File: src/verilog/rcw_regs.vh
// register offsets, field layout, reset values and counts of the calendar/trim/alarm slice
`ifndef RCW_REGS_VH
`define RCW_REGS_VH

`define RCW_ADDR_DAY 4'h4
`define RCW_ADDR_MONTH 4'h5
`define RCW_ADDR_YEAR 4'h6
`define RCW_ADDR_TRIM 4'h7
`define RCW_ADDR_WMIN 4'h8
`define RCW_ADDR_WHOUR 4'h9
`define RCW_ADDR_WDAYS 4'hA

`define RCW_TRIM_LOCK_BIT 7
`define RCW_TRIM_DIR_BIT 6
`define RCW_CENTURY_BIT 7

`define RCW_DAY_RESET 6'h01
`define RCW_MONTH_RESET 5'h01
`define RCW_YEAR_RESET 8'h00
`define RCW_TRIM_RESET 7'h00
`define RCW_WMIN_RESET 7'h00
`define RCW_WHOUR_RESET 6'h00
`define RCW_WDAYS_RESET 7'h00

`define RCW_SEC_BASE_CYCLES 17'h0_8000
`define RCW_CNT_W 17

`endif

File: src/verilog/rcw_cal_step.v
// one-day advance of the bcd calendar: day, month, year and century toggle
`timescale 1ns/1ps
module rcw_cal_step (
    day_in,
    month_in,
    year_in,
    century_in,
    day_out,
    month_out,
    year_out,
    century_out
);
    input wire [5:0] day_in;
    input wire [4:0] month_in;
    input wire [7:0] year_in;
    input wire century_in;
    output reg [5:0] day_out;
    output reg [4:0] month_out;
    output reg [7:0] year_out;
    output reg century_out;

    reg [5:0] last_day;
    reg leap;
    reg [7:0] day_inc;
    reg [7:0] month_inc;

    // bcd increment of an 8-bit two-digit value, no wrap handling
    function [7:0] bcd_inc;
        input [7:0] v;
        begin
            if (v[3:0] == 4'h9) begin
                bcd_inc = {v[7:4] + 4'h1, 4'h0};
            end else begin
                bcd_inc = {v[7:4], v[3:0] + 4'h1};
            end
        end
    endfunction

    always @* begin
        day_inc = bcd_inc({2'b00, day_in});
        month_inc = bcd_inc({3'b000, month_in});
        // divisible by four: even tens with units 0/4/8, odd tens with units 2/6
        if (year_in[4] == 1'b0) begin
            leap = (year_in[3:0] == 4'h0) || (year_in[3:0] == 4'h4) || (year_in[3:0] == 4'h8);
        end else begin
            leap = (year_in[3:0] == 4'h2) || (year_in[3:0] == 4'h6);
        end
        case (month_in)
            5'h02: last_day = leap ? 6'h29 : 6'h28;
            5'h04, 5'h06, 5'h09, 5'h11: last_day = 6'h30;
            default: last_day = 6'h31;
        endcase
        day_out = day_in;
        month_out = month_in;
        year_out = year_in;
        century_out = century_in;
        if (day_in == last_day) begin
            day_out = 6'h01;
            if (month_in == 5'h12) begin
                month_out = 5'h01;
                if (year_in == 8'h99) begin
                    year_out = 8'h00;
                    century_out = ~century_in;
                end else begin
                    year_out = bcd_inc(year_in);
                end
            end else begin
                month_out = month_inc[4:0];
            end
        end else begin
            day_out = day_inc[5:0];
        end
    end
endmodule

File: src/verilog/rcw_top.v
// calendar counters, rate trimming second divider and weekly alarm of the real-time clock
`timescale 1ns/1ps
`include "rcw_regs.vh"

// Notes on behaviour
// - year is eight-bit bcd read/write register
// - day limit 31 or 30 by month
// - february ends at 29 leap, 28 otherwise
// - day wrap increments month
// - month runs 1..12, wrap increments year
// - year 00..99, multiples of four leap
// - year wrap 99 to 00 toggles century
// - oscillator stop clears whole trim register
// - second 32768 cycles, trim at 00/20/40
// - direction 0 lengthens by (magnitude-1)*2
// - direction 1 shortens by (~magnitude+1)*2
// - magnitude bits five..one zero: no correction
// - trim write arms trim, skips coinciding boundary
// - alarm minute seven bits, bit7 reads zero
// - alarm hour bits 7..6 zero, bit5 pm/tens
// - 12-hour alarm uses 12/32 midnight/noon encoding
// - alarm day register: seven enables, bit7 zero
// - no day enabled means never match
// - match flag cleared by writing 0 only
module rcw_top (
    sys_clk,
    resetn,
    osc_clk_pin,
    osc_stop_flag,
    divider_reset,
    day_carry,
    cur_seconds,
    cur_minute,
    cur_hour,
    cur_weekday,
    walarm_enable,
    walarm_flag_wr,
    walarm_flag_wdata,
    reg_addr,
    reg_wr,
    reg_wdata,
    reg_rdata,
    sec_tick,
    walarm_match_flag
);
    input wire sys_clk;
    input wire resetn;
    input wire osc_clk_pin;
    input wire osc_stop_flag;
    input wire divider_reset;
    input wire day_carry;
    input wire [6:0] cur_seconds;
    input wire [6:0] cur_minute;
    input wire [5:0] cur_hour;
    input wire [2:0] cur_weekday;
    input wire walarm_enable;
    input wire walarm_flag_wr;
    input wire walarm_flag_wdata;
    input wire [3:0] reg_addr;
    input wire reg_wr;
    input wire [7:0] reg_wdata;
    output reg [7:0] reg_rdata;
    output reg sec_tick;
    output wire walarm_match_flag;

    // calendar state
    reg [5:0] day_q;
    reg [4:0] month_q;
    reg [7:0] year_q;
    reg century_q;
    wire [5:0] day_next;
    wire [4:0] month_next;
    wire [7:0] year_next;
    wire century_next;

    // trim and divider state
    reg [6:0] trim_q;
    reg trim_armed_q;
    reg [`RCW_CNT_W-1:0] cnt_q;
    reg [`RCW_CNT_W-1:0] len_q;
    reg len_pending_q;

    // oscillator pin synchroniser
    reg osc_meta_q;
    reg osc_sync_q;
    reg osc_prev_q;
    wire osc_tick;

    // weekly alarm state
    reg [6:0] wmin_q;
    reg [5:0] whour_q;
    reg [6:0] wdays_q;
    reg match_prev_q;
    reg wflag_q;
    reg match_now;

    wire trim_wr;
    wire cal_wr;
    wire [7:0] wdays_ext;

    // length of one second for the current trim setting, in oscillator cycles
    // shortening tops out at 124 cycles, far above zero, so no underflow guard
    function [`RCW_CNT_W-1:0] second_len;
        input [6:0] trim;
        input apply;
        begin
            if (!apply || trim[5:1] == 5'b00000) begin
                second_len = `RCW_SEC_BASE_CYCLES;
            end else if (trim[`RCW_TRIM_DIR_BIT] == 1'b0) begin
                second_len = `RCW_SEC_BASE_CYCLES
                    + {10'h000, trim[5:0] - 6'h01, 1'b0};
            end else begin
                second_len = `RCW_SEC_BASE_CYCLES
                    - {9'h000, {1'b0, ~trim[5:0]} + 7'h01, 1'b0};
            end
        end
    endfunction

    // seconds value marks a trimmed second
    function is_trim_second;
        input [6:0] s;
        begin
            is_trim_second = (s == 7'h00) || (s == 7'h20) || (s == 7'h40);
        end
    endfunction

    rcw_cal_step u_step (
        .day_in(day_q),
        .month_in(month_q),
        .year_in(year_q),
        .century_in(century_q),
        .day_out(day_next),
        .month_out(month_next),
        .year_out(year_next),
        .century_out(century_next)
    );

    // a write with the top bit set is ignored so stray frames cannot retrim
    assign trim_wr = reg_wr && (reg_addr == `RCW_ADDR_TRIM)
        && (reg_wdata[`RCW_TRIM_LOCK_BIT] == 1'b0);

    // only calendar writes override a carry; other register traffic must not lose a day
    assign cal_wr = reg_wr && ((reg_addr == `RCW_ADDR_DAY) || (reg_addr == `RCW_ADDR_MONTH)
        || (reg_addr == `RCW_ADDR_YEAR));

    // two flip-flops before the edge detector sees the pin
    // three cycles of latency per edge, small against one oscillator period
    always @(posedge sys_clk or negedge resetn) begin
        if (!resetn) begin
            osc_meta_q <= 1'b0;
            osc_sync_q <= 1'b0;
            osc_prev_q <= 1'b0;
        end else begin
            osc_meta_q <= osc_clk_pin;
            osc_sync_q <= osc_meta_q;
            osc_prev_q <= osc_sync_q;
        end
    end

    assign osc_tick = osc_sync_q && !osc_prev_q;

    // calendar counters: host writes load directly, carry advances one day
    always @(posedge sys_clk or negedge resetn) begin
        if (!resetn) begin
            day_q <= `RCW_DAY_RESET;
            month_q <= `RCW_MONTH_RESET;
            year_q <= `RCW_YEAR_RESET;
            century_q <= 1'b0;
        end else if (cal_wr) begin
            // a write wins over a carry in the same cycle; the host value is what it meant
            case (reg_addr)
                `RCW_ADDR_DAY: day_q <= reg_wdata[5:0];
                `RCW_ADDR_MONTH: begin
                    month_q <= reg_wdata[4:0];
                    century_q <= reg_wdata[`RCW_CENTURY_BIT];
                end
                `RCW_ADDR_YEAR: year_q <= reg_wdata;
                default: begin
                end
            endcase
        end else if (day_carry) begin
            day_q <= day_next;
            month_q <= month_next;
            year_q <= year_next;
            century_q <= century_next;
        end
    end

    // trim register and arm flag
    always @(posedge sys_clk or negedge resetn) begin
        if (!resetn) begin
            trim_q <= `RCW_TRIM_RESET;
            trim_armed_q <= 1'b0;
        end else if (osc_stop_flag) begin
            // stop wins over a write so nothing lands while the crystal is down
            trim_q <= `RCW_TRIM_RESET;
            trim_armed_q <= 1'b0;
        end else if (trim_wr) begin
            trim_q <= reg_wdata[6:0];
            // the arm stays up until reset or stop; later writes only change the value
            trim_armed_q <= 1'b1;
        end
    end

    // second divider; length chosen once the new seconds value is visible
    always @(posedge sys_clk or negedge resetn) begin
        if (!resetn) begin
            cnt_q <= {`RCW_CNT_W{1'b0}};
            // the first second after reset runs untrimmed
            len_q <= `RCW_SEC_BASE_CYCLES;
            len_pending_q <= 1'b0;
            sec_tick <= 1'b0;
        end else begin
            sec_tick <= 1'b0;
            if (len_pending_q) begin
                // by now the time counters show the seconds value of the new second
                len_pending_q <= 1'b0;
                // a trim write landing on this boundary leaves the second untrimmed
                len_q <= second_len(trim_q,
                    trim_armed_q && !trim_wr && is_trim_second(cur_seconds));
            end
            if (divider_reset) begin
                cnt_q <= {`RCW_CNT_W{1'b0}};
                len_pending_q <= 1'b1;
            end else if (osc_tick) begin
                if (cnt_q >= len_q - `RCW_CNT_W'd1) begin
                    cnt_q <= {`RCW_CNT_W{1'b0}};
                    sec_tick <= 1'b1;
                    len_pending_q <= 1'b1;
                end else begin
                    cnt_q <= cnt_q + `RCW_CNT_W'd1;
                end
            end
        end
    end

    // weekly alarm registers; unused top bits are never stored
    always @(posedge sys_clk or negedge resetn) begin
        if (!resetn) begin
            wmin_q <= `RCW_WMIN_RESET;
            whour_q <= `RCW_WHOUR_RESET;
            wdays_q <= `RCW_WDAYS_RESET;
        end else if (reg_wr) begin
            case (reg_addr)
                `RCW_ADDR_WMIN: wmin_q <= reg_wdata[6:0];
                `RCW_ADDR_WHOUR: whour_q <= reg_wdata[5:0];
                `RCW_ADDR_WDAYS: wdays_q <= reg_wdata[6:0];
                default: begin
                end
            endcase
        end
    end

    // weekday 7 lands on a zero bit, so an unused weekday code never matches
    assign wdays_ext = {1'b0, wdays_q};

    // hour compared as encoded, so 12/24-hour and 12/32 encodings need no mode input
    always @* begin
        match_now = (cur_minute == wmin_q) && (cur_hour == whour_q)
            && wdays_ext[cur_weekday];
    end

    // flag sets on the rising edge of a match; a set beats a simultaneous clear
    always @(posedge sys_clk or negedge resetn) begin
        if (!resetn) begin
            match_prev_q <= 1'b0;
            wflag_q <= 1'b0;
        end else begin
            match_prev_q <= match_now;
            if (walarm_enable && match_now && !match_prev_q) begin
                wflag_q <= 1'b1;
            end else if (walarm_flag_wr && !walarm_flag_wdata) begin
                wflag_q <= 1'b0;
            end
        end
    end

    // gated live by the enable, so a disabled alarm reads as no match
    assign walarm_match_flag = wflag_q && walarm_enable;

    // registered read data; unmapped addresses read zero
    // data lags the address by one cycle; the host takes it on the second edge
    always @(posedge sys_clk or negedge resetn) begin
        if (!resetn) begin
            reg_rdata <= 8'h00;
        end else begin
            case (reg_addr)
                `RCW_ADDR_DAY: reg_rdata <= {2'b00, day_q};
                `RCW_ADDR_MONTH: reg_rdata <= {century_q, 2'b00, month_q};
                `RCW_ADDR_YEAR: reg_rdata <= year_q;
                `RCW_ADDR_TRIM: reg_rdata <= {1'b0, trim_q};
                `RCW_ADDR_WMIN: reg_rdata <= {1'b0, wmin_q};
                `RCW_ADDR_WHOUR: reg_rdata <= {2'b00, whour_q};
                `RCW_ADDR_WDAYS: reg_rdata <= {1'b0, wdays_q};
                default: reg_rdata <= 8'h00;
            endcase
        end
    end
endmodule

File: config.mk
export PLATFORM = sky130hd
export DESIGN_NAME = rcw_top
export DESIGN_NICKNAME = d
export VERILOG_FILES = /design/src/verilog/rcw_cal_step.v /design/src/verilog/rcw_top.v
export VERILOG_INCLUDE_DIRS = /design/src /design/src/verilog
export SDC_FILE = /design/constraint.sdc
export NUM_CORES = 1
export LEC_CHECK = 0
export ABC_AREA = 1
export BUFFER_PORTS_ARGS = -buffer_cell sky130_fd_sc_hd__buf_2
export CAP_MARGIN = 0
export CORE_AREA = 5 5 113 142
export CTS_BUF_LIST = sky130_fd_sc_hd__clkbuf_16
export DETAILED_ROUTE_END_ITERATION = 10
export DIE_AREA = 0 0 118 147
export GPL_ROUTABILITY_DRIVEN = 0
export SLEW_MARGIN = 10
export SYNTH_ARGS = -nofsm -noshare
export SYNTH_HDL_FRONTEND = slang
export SYNTH_SLANG_ARGS = --single-unit
File: constraint.sdc
create_clock -name sys_clk -period 5.7 [get_ports sys_clk]
set_clock_uncertainty 0.2 [all_clocks]
set_input_delay 0.57 -clock sys_clk [delete_from_list [all_inputs] [get_ports sys_clk]]
set_output_delay 0.57 -clock sys_clk [all_outputs]
set_load 0.005 [all_outputs]
==> results.toml <==
[status]
status = "finished clean"

[yosys]
ys_seq_elements = 93
synth_ff_type = "dfrtp_1"
synth_area_leaders = "dfrtp_1 39%, nand2_1 11%, inv_1 6.5%"
netlist.area_leader.share_pct = 39.4
synthArstFlopShare_pct = 100
synth_edf_count = 0
synth_cell_types = 47
synth_warnings = 0
yosysTopAreaCell = "dfrtp_1"
syn_area_per_cell_sq_um = 7.69
netlist_area_sq_um = 5720
yosysSeqAreaShare_pct = 40.8
syn_nets = 811
synth_cells = 744

[power_and_ir_drop]
power_switching_uw = 577
p_int_uw = 1210
power_density_nw_per_um2 = 274
p_leak_uw = 0.00332
pwr-share-clk_pct = 36.2
combPwrFrac_pct = 18.3
switching_share_pct = 32.3
irDropWorstVdd_v = 0.000140
sequentialPowerShare_pct = 45.5

[grt]
grt_pass1_vias = 4927
grt_max_degree = 64
grt_antenna_before_repair = 0
globalRoute.totalOverflow = 0
grt_pass1_wl_microns = 24000
track_usage_pct = 16.9

[setup_path]
cp_max_fo = 16
cpMostUsedCell = "nand2_1"
r2r_start = "len_q[1]"
start_kind = "register"
path_class = "reg2reg"
worstPathBufferInverterCount = 3
critPathArrivalTime_ns = 3.54
worstPathCellList = "inv_1 > ha_1 > nand2_1 > nor3_1 > nand2_1 > nor2_1 > nand2_1 > xor2_1 > inv_1 > ha_1 > nand2_1 > inv_1 > o21ai_0 > nand2_1 > nor2_1 > nand4_1 > o21ai_0"
crit_path_top_delay_cell = "nand4_1"
crit_family = "simple AND/OR/NAND/NOR gates"
end_kind = "register"
startpoint = "len_q[1]"
crit_path_max_incr_delay_ns = 0.51
crit_required_ns = 5.75

[clock_network]
cts_root_buf = "clkbuf_16"
numClockSinks = 93
cts_made_buffers = 9
clkTransAtPathRegs_ns = 0.07
cts_resized = 0
ctsHtreeMaxLevel = 3
post_cts.repair.setup_buffers = 0
cts_hold_buf = 1
insertion_delay_ns = 0.35
cts_tree = "built"
cts.path.max_buffers = 2

[layout]
syn2layout_area_growth_pct = 13.9
num_antenna_cells = 0
multi_input_area_sq_um = 2950
stdcell_count = 987
fin_util_pct = 44.5
final_nets = 867
drive_above_1_share_pct = 12.8
seqCellArea_sq_um = 2330
num-fill-cells = 1521

[detailed_routing]
wl_per_cell_microns = 14.3
ant_nets = 0
drc = 0
first_pass_iters = 6
routed_wl_microns = 14200
drtIter0Drc = 282
vias = 4938
vias_per_cell = 5.00

[timing]
setup_violations = 0
rsz0062_at_grt = "false"
final_max_slew_viol_count = 0
fmax_ghz = 0.287
slew_headroom_pct = 28.1
hold_viol_final = 0
final.setup.tns_ns = 0
fin_hold_ws_ns = 0.127
fin_crit_ns = 3.49
worst_pin_slew_ns = 1.07
fin_crit_sh_pct = 61.2

[floorplan]
rows = 50
core_area_sq_um = 14600
pin_count = 55
die-area_sq_um = 17300
die_h_microns = 147
initial_core_util_pct = 39.1
die_x_microns = 118

[placed_design]
portBuffers = 54
dp.cells = 970
dp_hpwl_microns = 11000

[min_path]
worstHoldPathType = "in2reg"
hp-start = "osc_clk_pin"

[run]
cap_violations = 0
## path summary, 6_finish.rpt
path                       slack (ns)  cells after the start           end
hold / removal                   0.13                      1    osc_meta_q
hold reg to reg                  0.16                      0    osc_sync_q
setup / recovery                 2.21                     17     cnt_q[14]
min in group asynchronous        0.50                      2     cnt_q[12]
max in group asynchronous        3.67                      3  reg_rdata[1]
setup reg to reg                 2.21                     17     cnt_q[14]
## registers in the layout, summed over array words and instances (netlist names)
signal,flops
trim_q,7
osc_meta_q,1
month_q,5
wmin_q,7
whour_q,6
day_q,6
match_prev_q,1
osc_prev_q,1
year_q,8
len_q,13
wdays_q,7
reg_rdata,8
wflag_q,1
century_q,1
len_pending_q,1
osc_sync_q,1
trim_armed_q,1
sec_tick,1
cnt_q,17
## logic make-up (layout without fill, tap and decap cells)
logic type                 count (synthesis)  in the layout  synth area share, %
and+or+nand+nor                          329            329                 26.0
AOI/OAI and AO/OA                        142            142                 14.4
buffers and inverters                    117            178                 7.70
DFF                                       93             93                 40.8
xor gates and xnor gates                  41             41                 6.28
adders and majority gates                 22             22                 4.81
## through the flow
stage | setup slack (ns) | power, uW | instance area (sq um)
global route | 1.59 | 1890 | 6510
finish | 2.21 | 1790 | 6510
detailed placement | 2.17 | 1150 | 6180
global placement | 2.24 | 1150 | 6180
floorplan | 2.76 | 1040 | 5720
CTS | 2.15 | 1810 | 6510
## synth_stat cells, types with 2 or more instances
master / n
nand3_4: 2
nand2_2: 2
a21oi_1: 21
xnor2_1: 10
a211oi_1: 2
dfstp_2: 3
a221oi_1: 5
or2_2: 3
nand4_1: 14
clkinv_1: 2
nor2_1: 72
nor3_2: 2
clkbuf_1: 9
nand2_4: 2
o22ai_1: 20
nor2_2: 4
dfrtp_1: 90
inv_2: 5
inv_1: 99
o211ai_1: 5
a31oi_1: 4
nand3_1: 37
xor2_1: 31
nor3_1: 13
nand3b_1: 3
o21ai_0: 58
o21ai_1: 15
nand2_1: 166
nand3_2: 3
nor4_1: 2
ha_1: 22
a22oi_1: 3
## area by class of cell
class / count / share of cell area, %
clock buffers: 9 / 3.46
clock inverters: 7 / 1.44
inverters: 106 / 6.11
multi-input cells: 534 / 45.3
flip-flops and latches: 93 / 35.8
well taps: 182 / 3.50
repair buffers: 56 / 4.46
## per-layer routing
layer / share of wire [%] / GRT usage, % / vias up / routed length [microns]
met5: 0 / 0 / - / 0
met2: 52 / 30.3 / 71 / 7320
met3: 2.7 / 2.93 / 20 / 381
li1: - / - / 2567 / -
met4: 2.2 / 5.85 / 0 / 314
met1: 43 / 20.4 / 2280 / 6140
## power groups by stage
stage | combinational, uW | clock, uW | sequential (uW)
after floorplan | 244 | 0 | 795
after global placement | 325 | 0 | 824
after detailed placement | 330 | 0 | 821
after CTS | 330 | 668 | 811
after global routing | 380 | 691 | 823
final | 327 | 647 | 813
## worst register-to-register path, stage by stage (launching register included)
cell and delay, ns:
dfrtp_1 0.38, inv_1 0.11, ha_1 0.20, nand2_1 0.09, nor3_1 0.26, nand2_1 0.18, nor2_1 0.16, nand2_1 0.08
xor2_1 0.12, inv_1 0.05, ha_1 0.26, nand2_1 0.06, inv_1 0.04, o21ai_0 0.06, nand2_1 0.08, nor2_1 0.16
nand4_1 0.51, o21ai_0 0.36
## placed cells by master (no fill, tap or decap), types with 4 or more instances in the layout
cell / count
nor2_1: 72
nand4_1: 14
inv_1: 99
xor2_1: 31
a31oi_1: 4
buf_2: 53
a221oi_1: 5
nor3_1: 13
o21ai_0: 58
a21oi_1: 21
clkbuf_16: 9
inv_2: 5
o211ai_1: 5
nand2_1: 166
o21ai_1: 15
nand3_1: 37
ha_1: 22
dfrtp_1: 90
o22ai_1: 20
xnor2_1: 10
nor2_2: 4
Power figures use the tool's default switching activity.
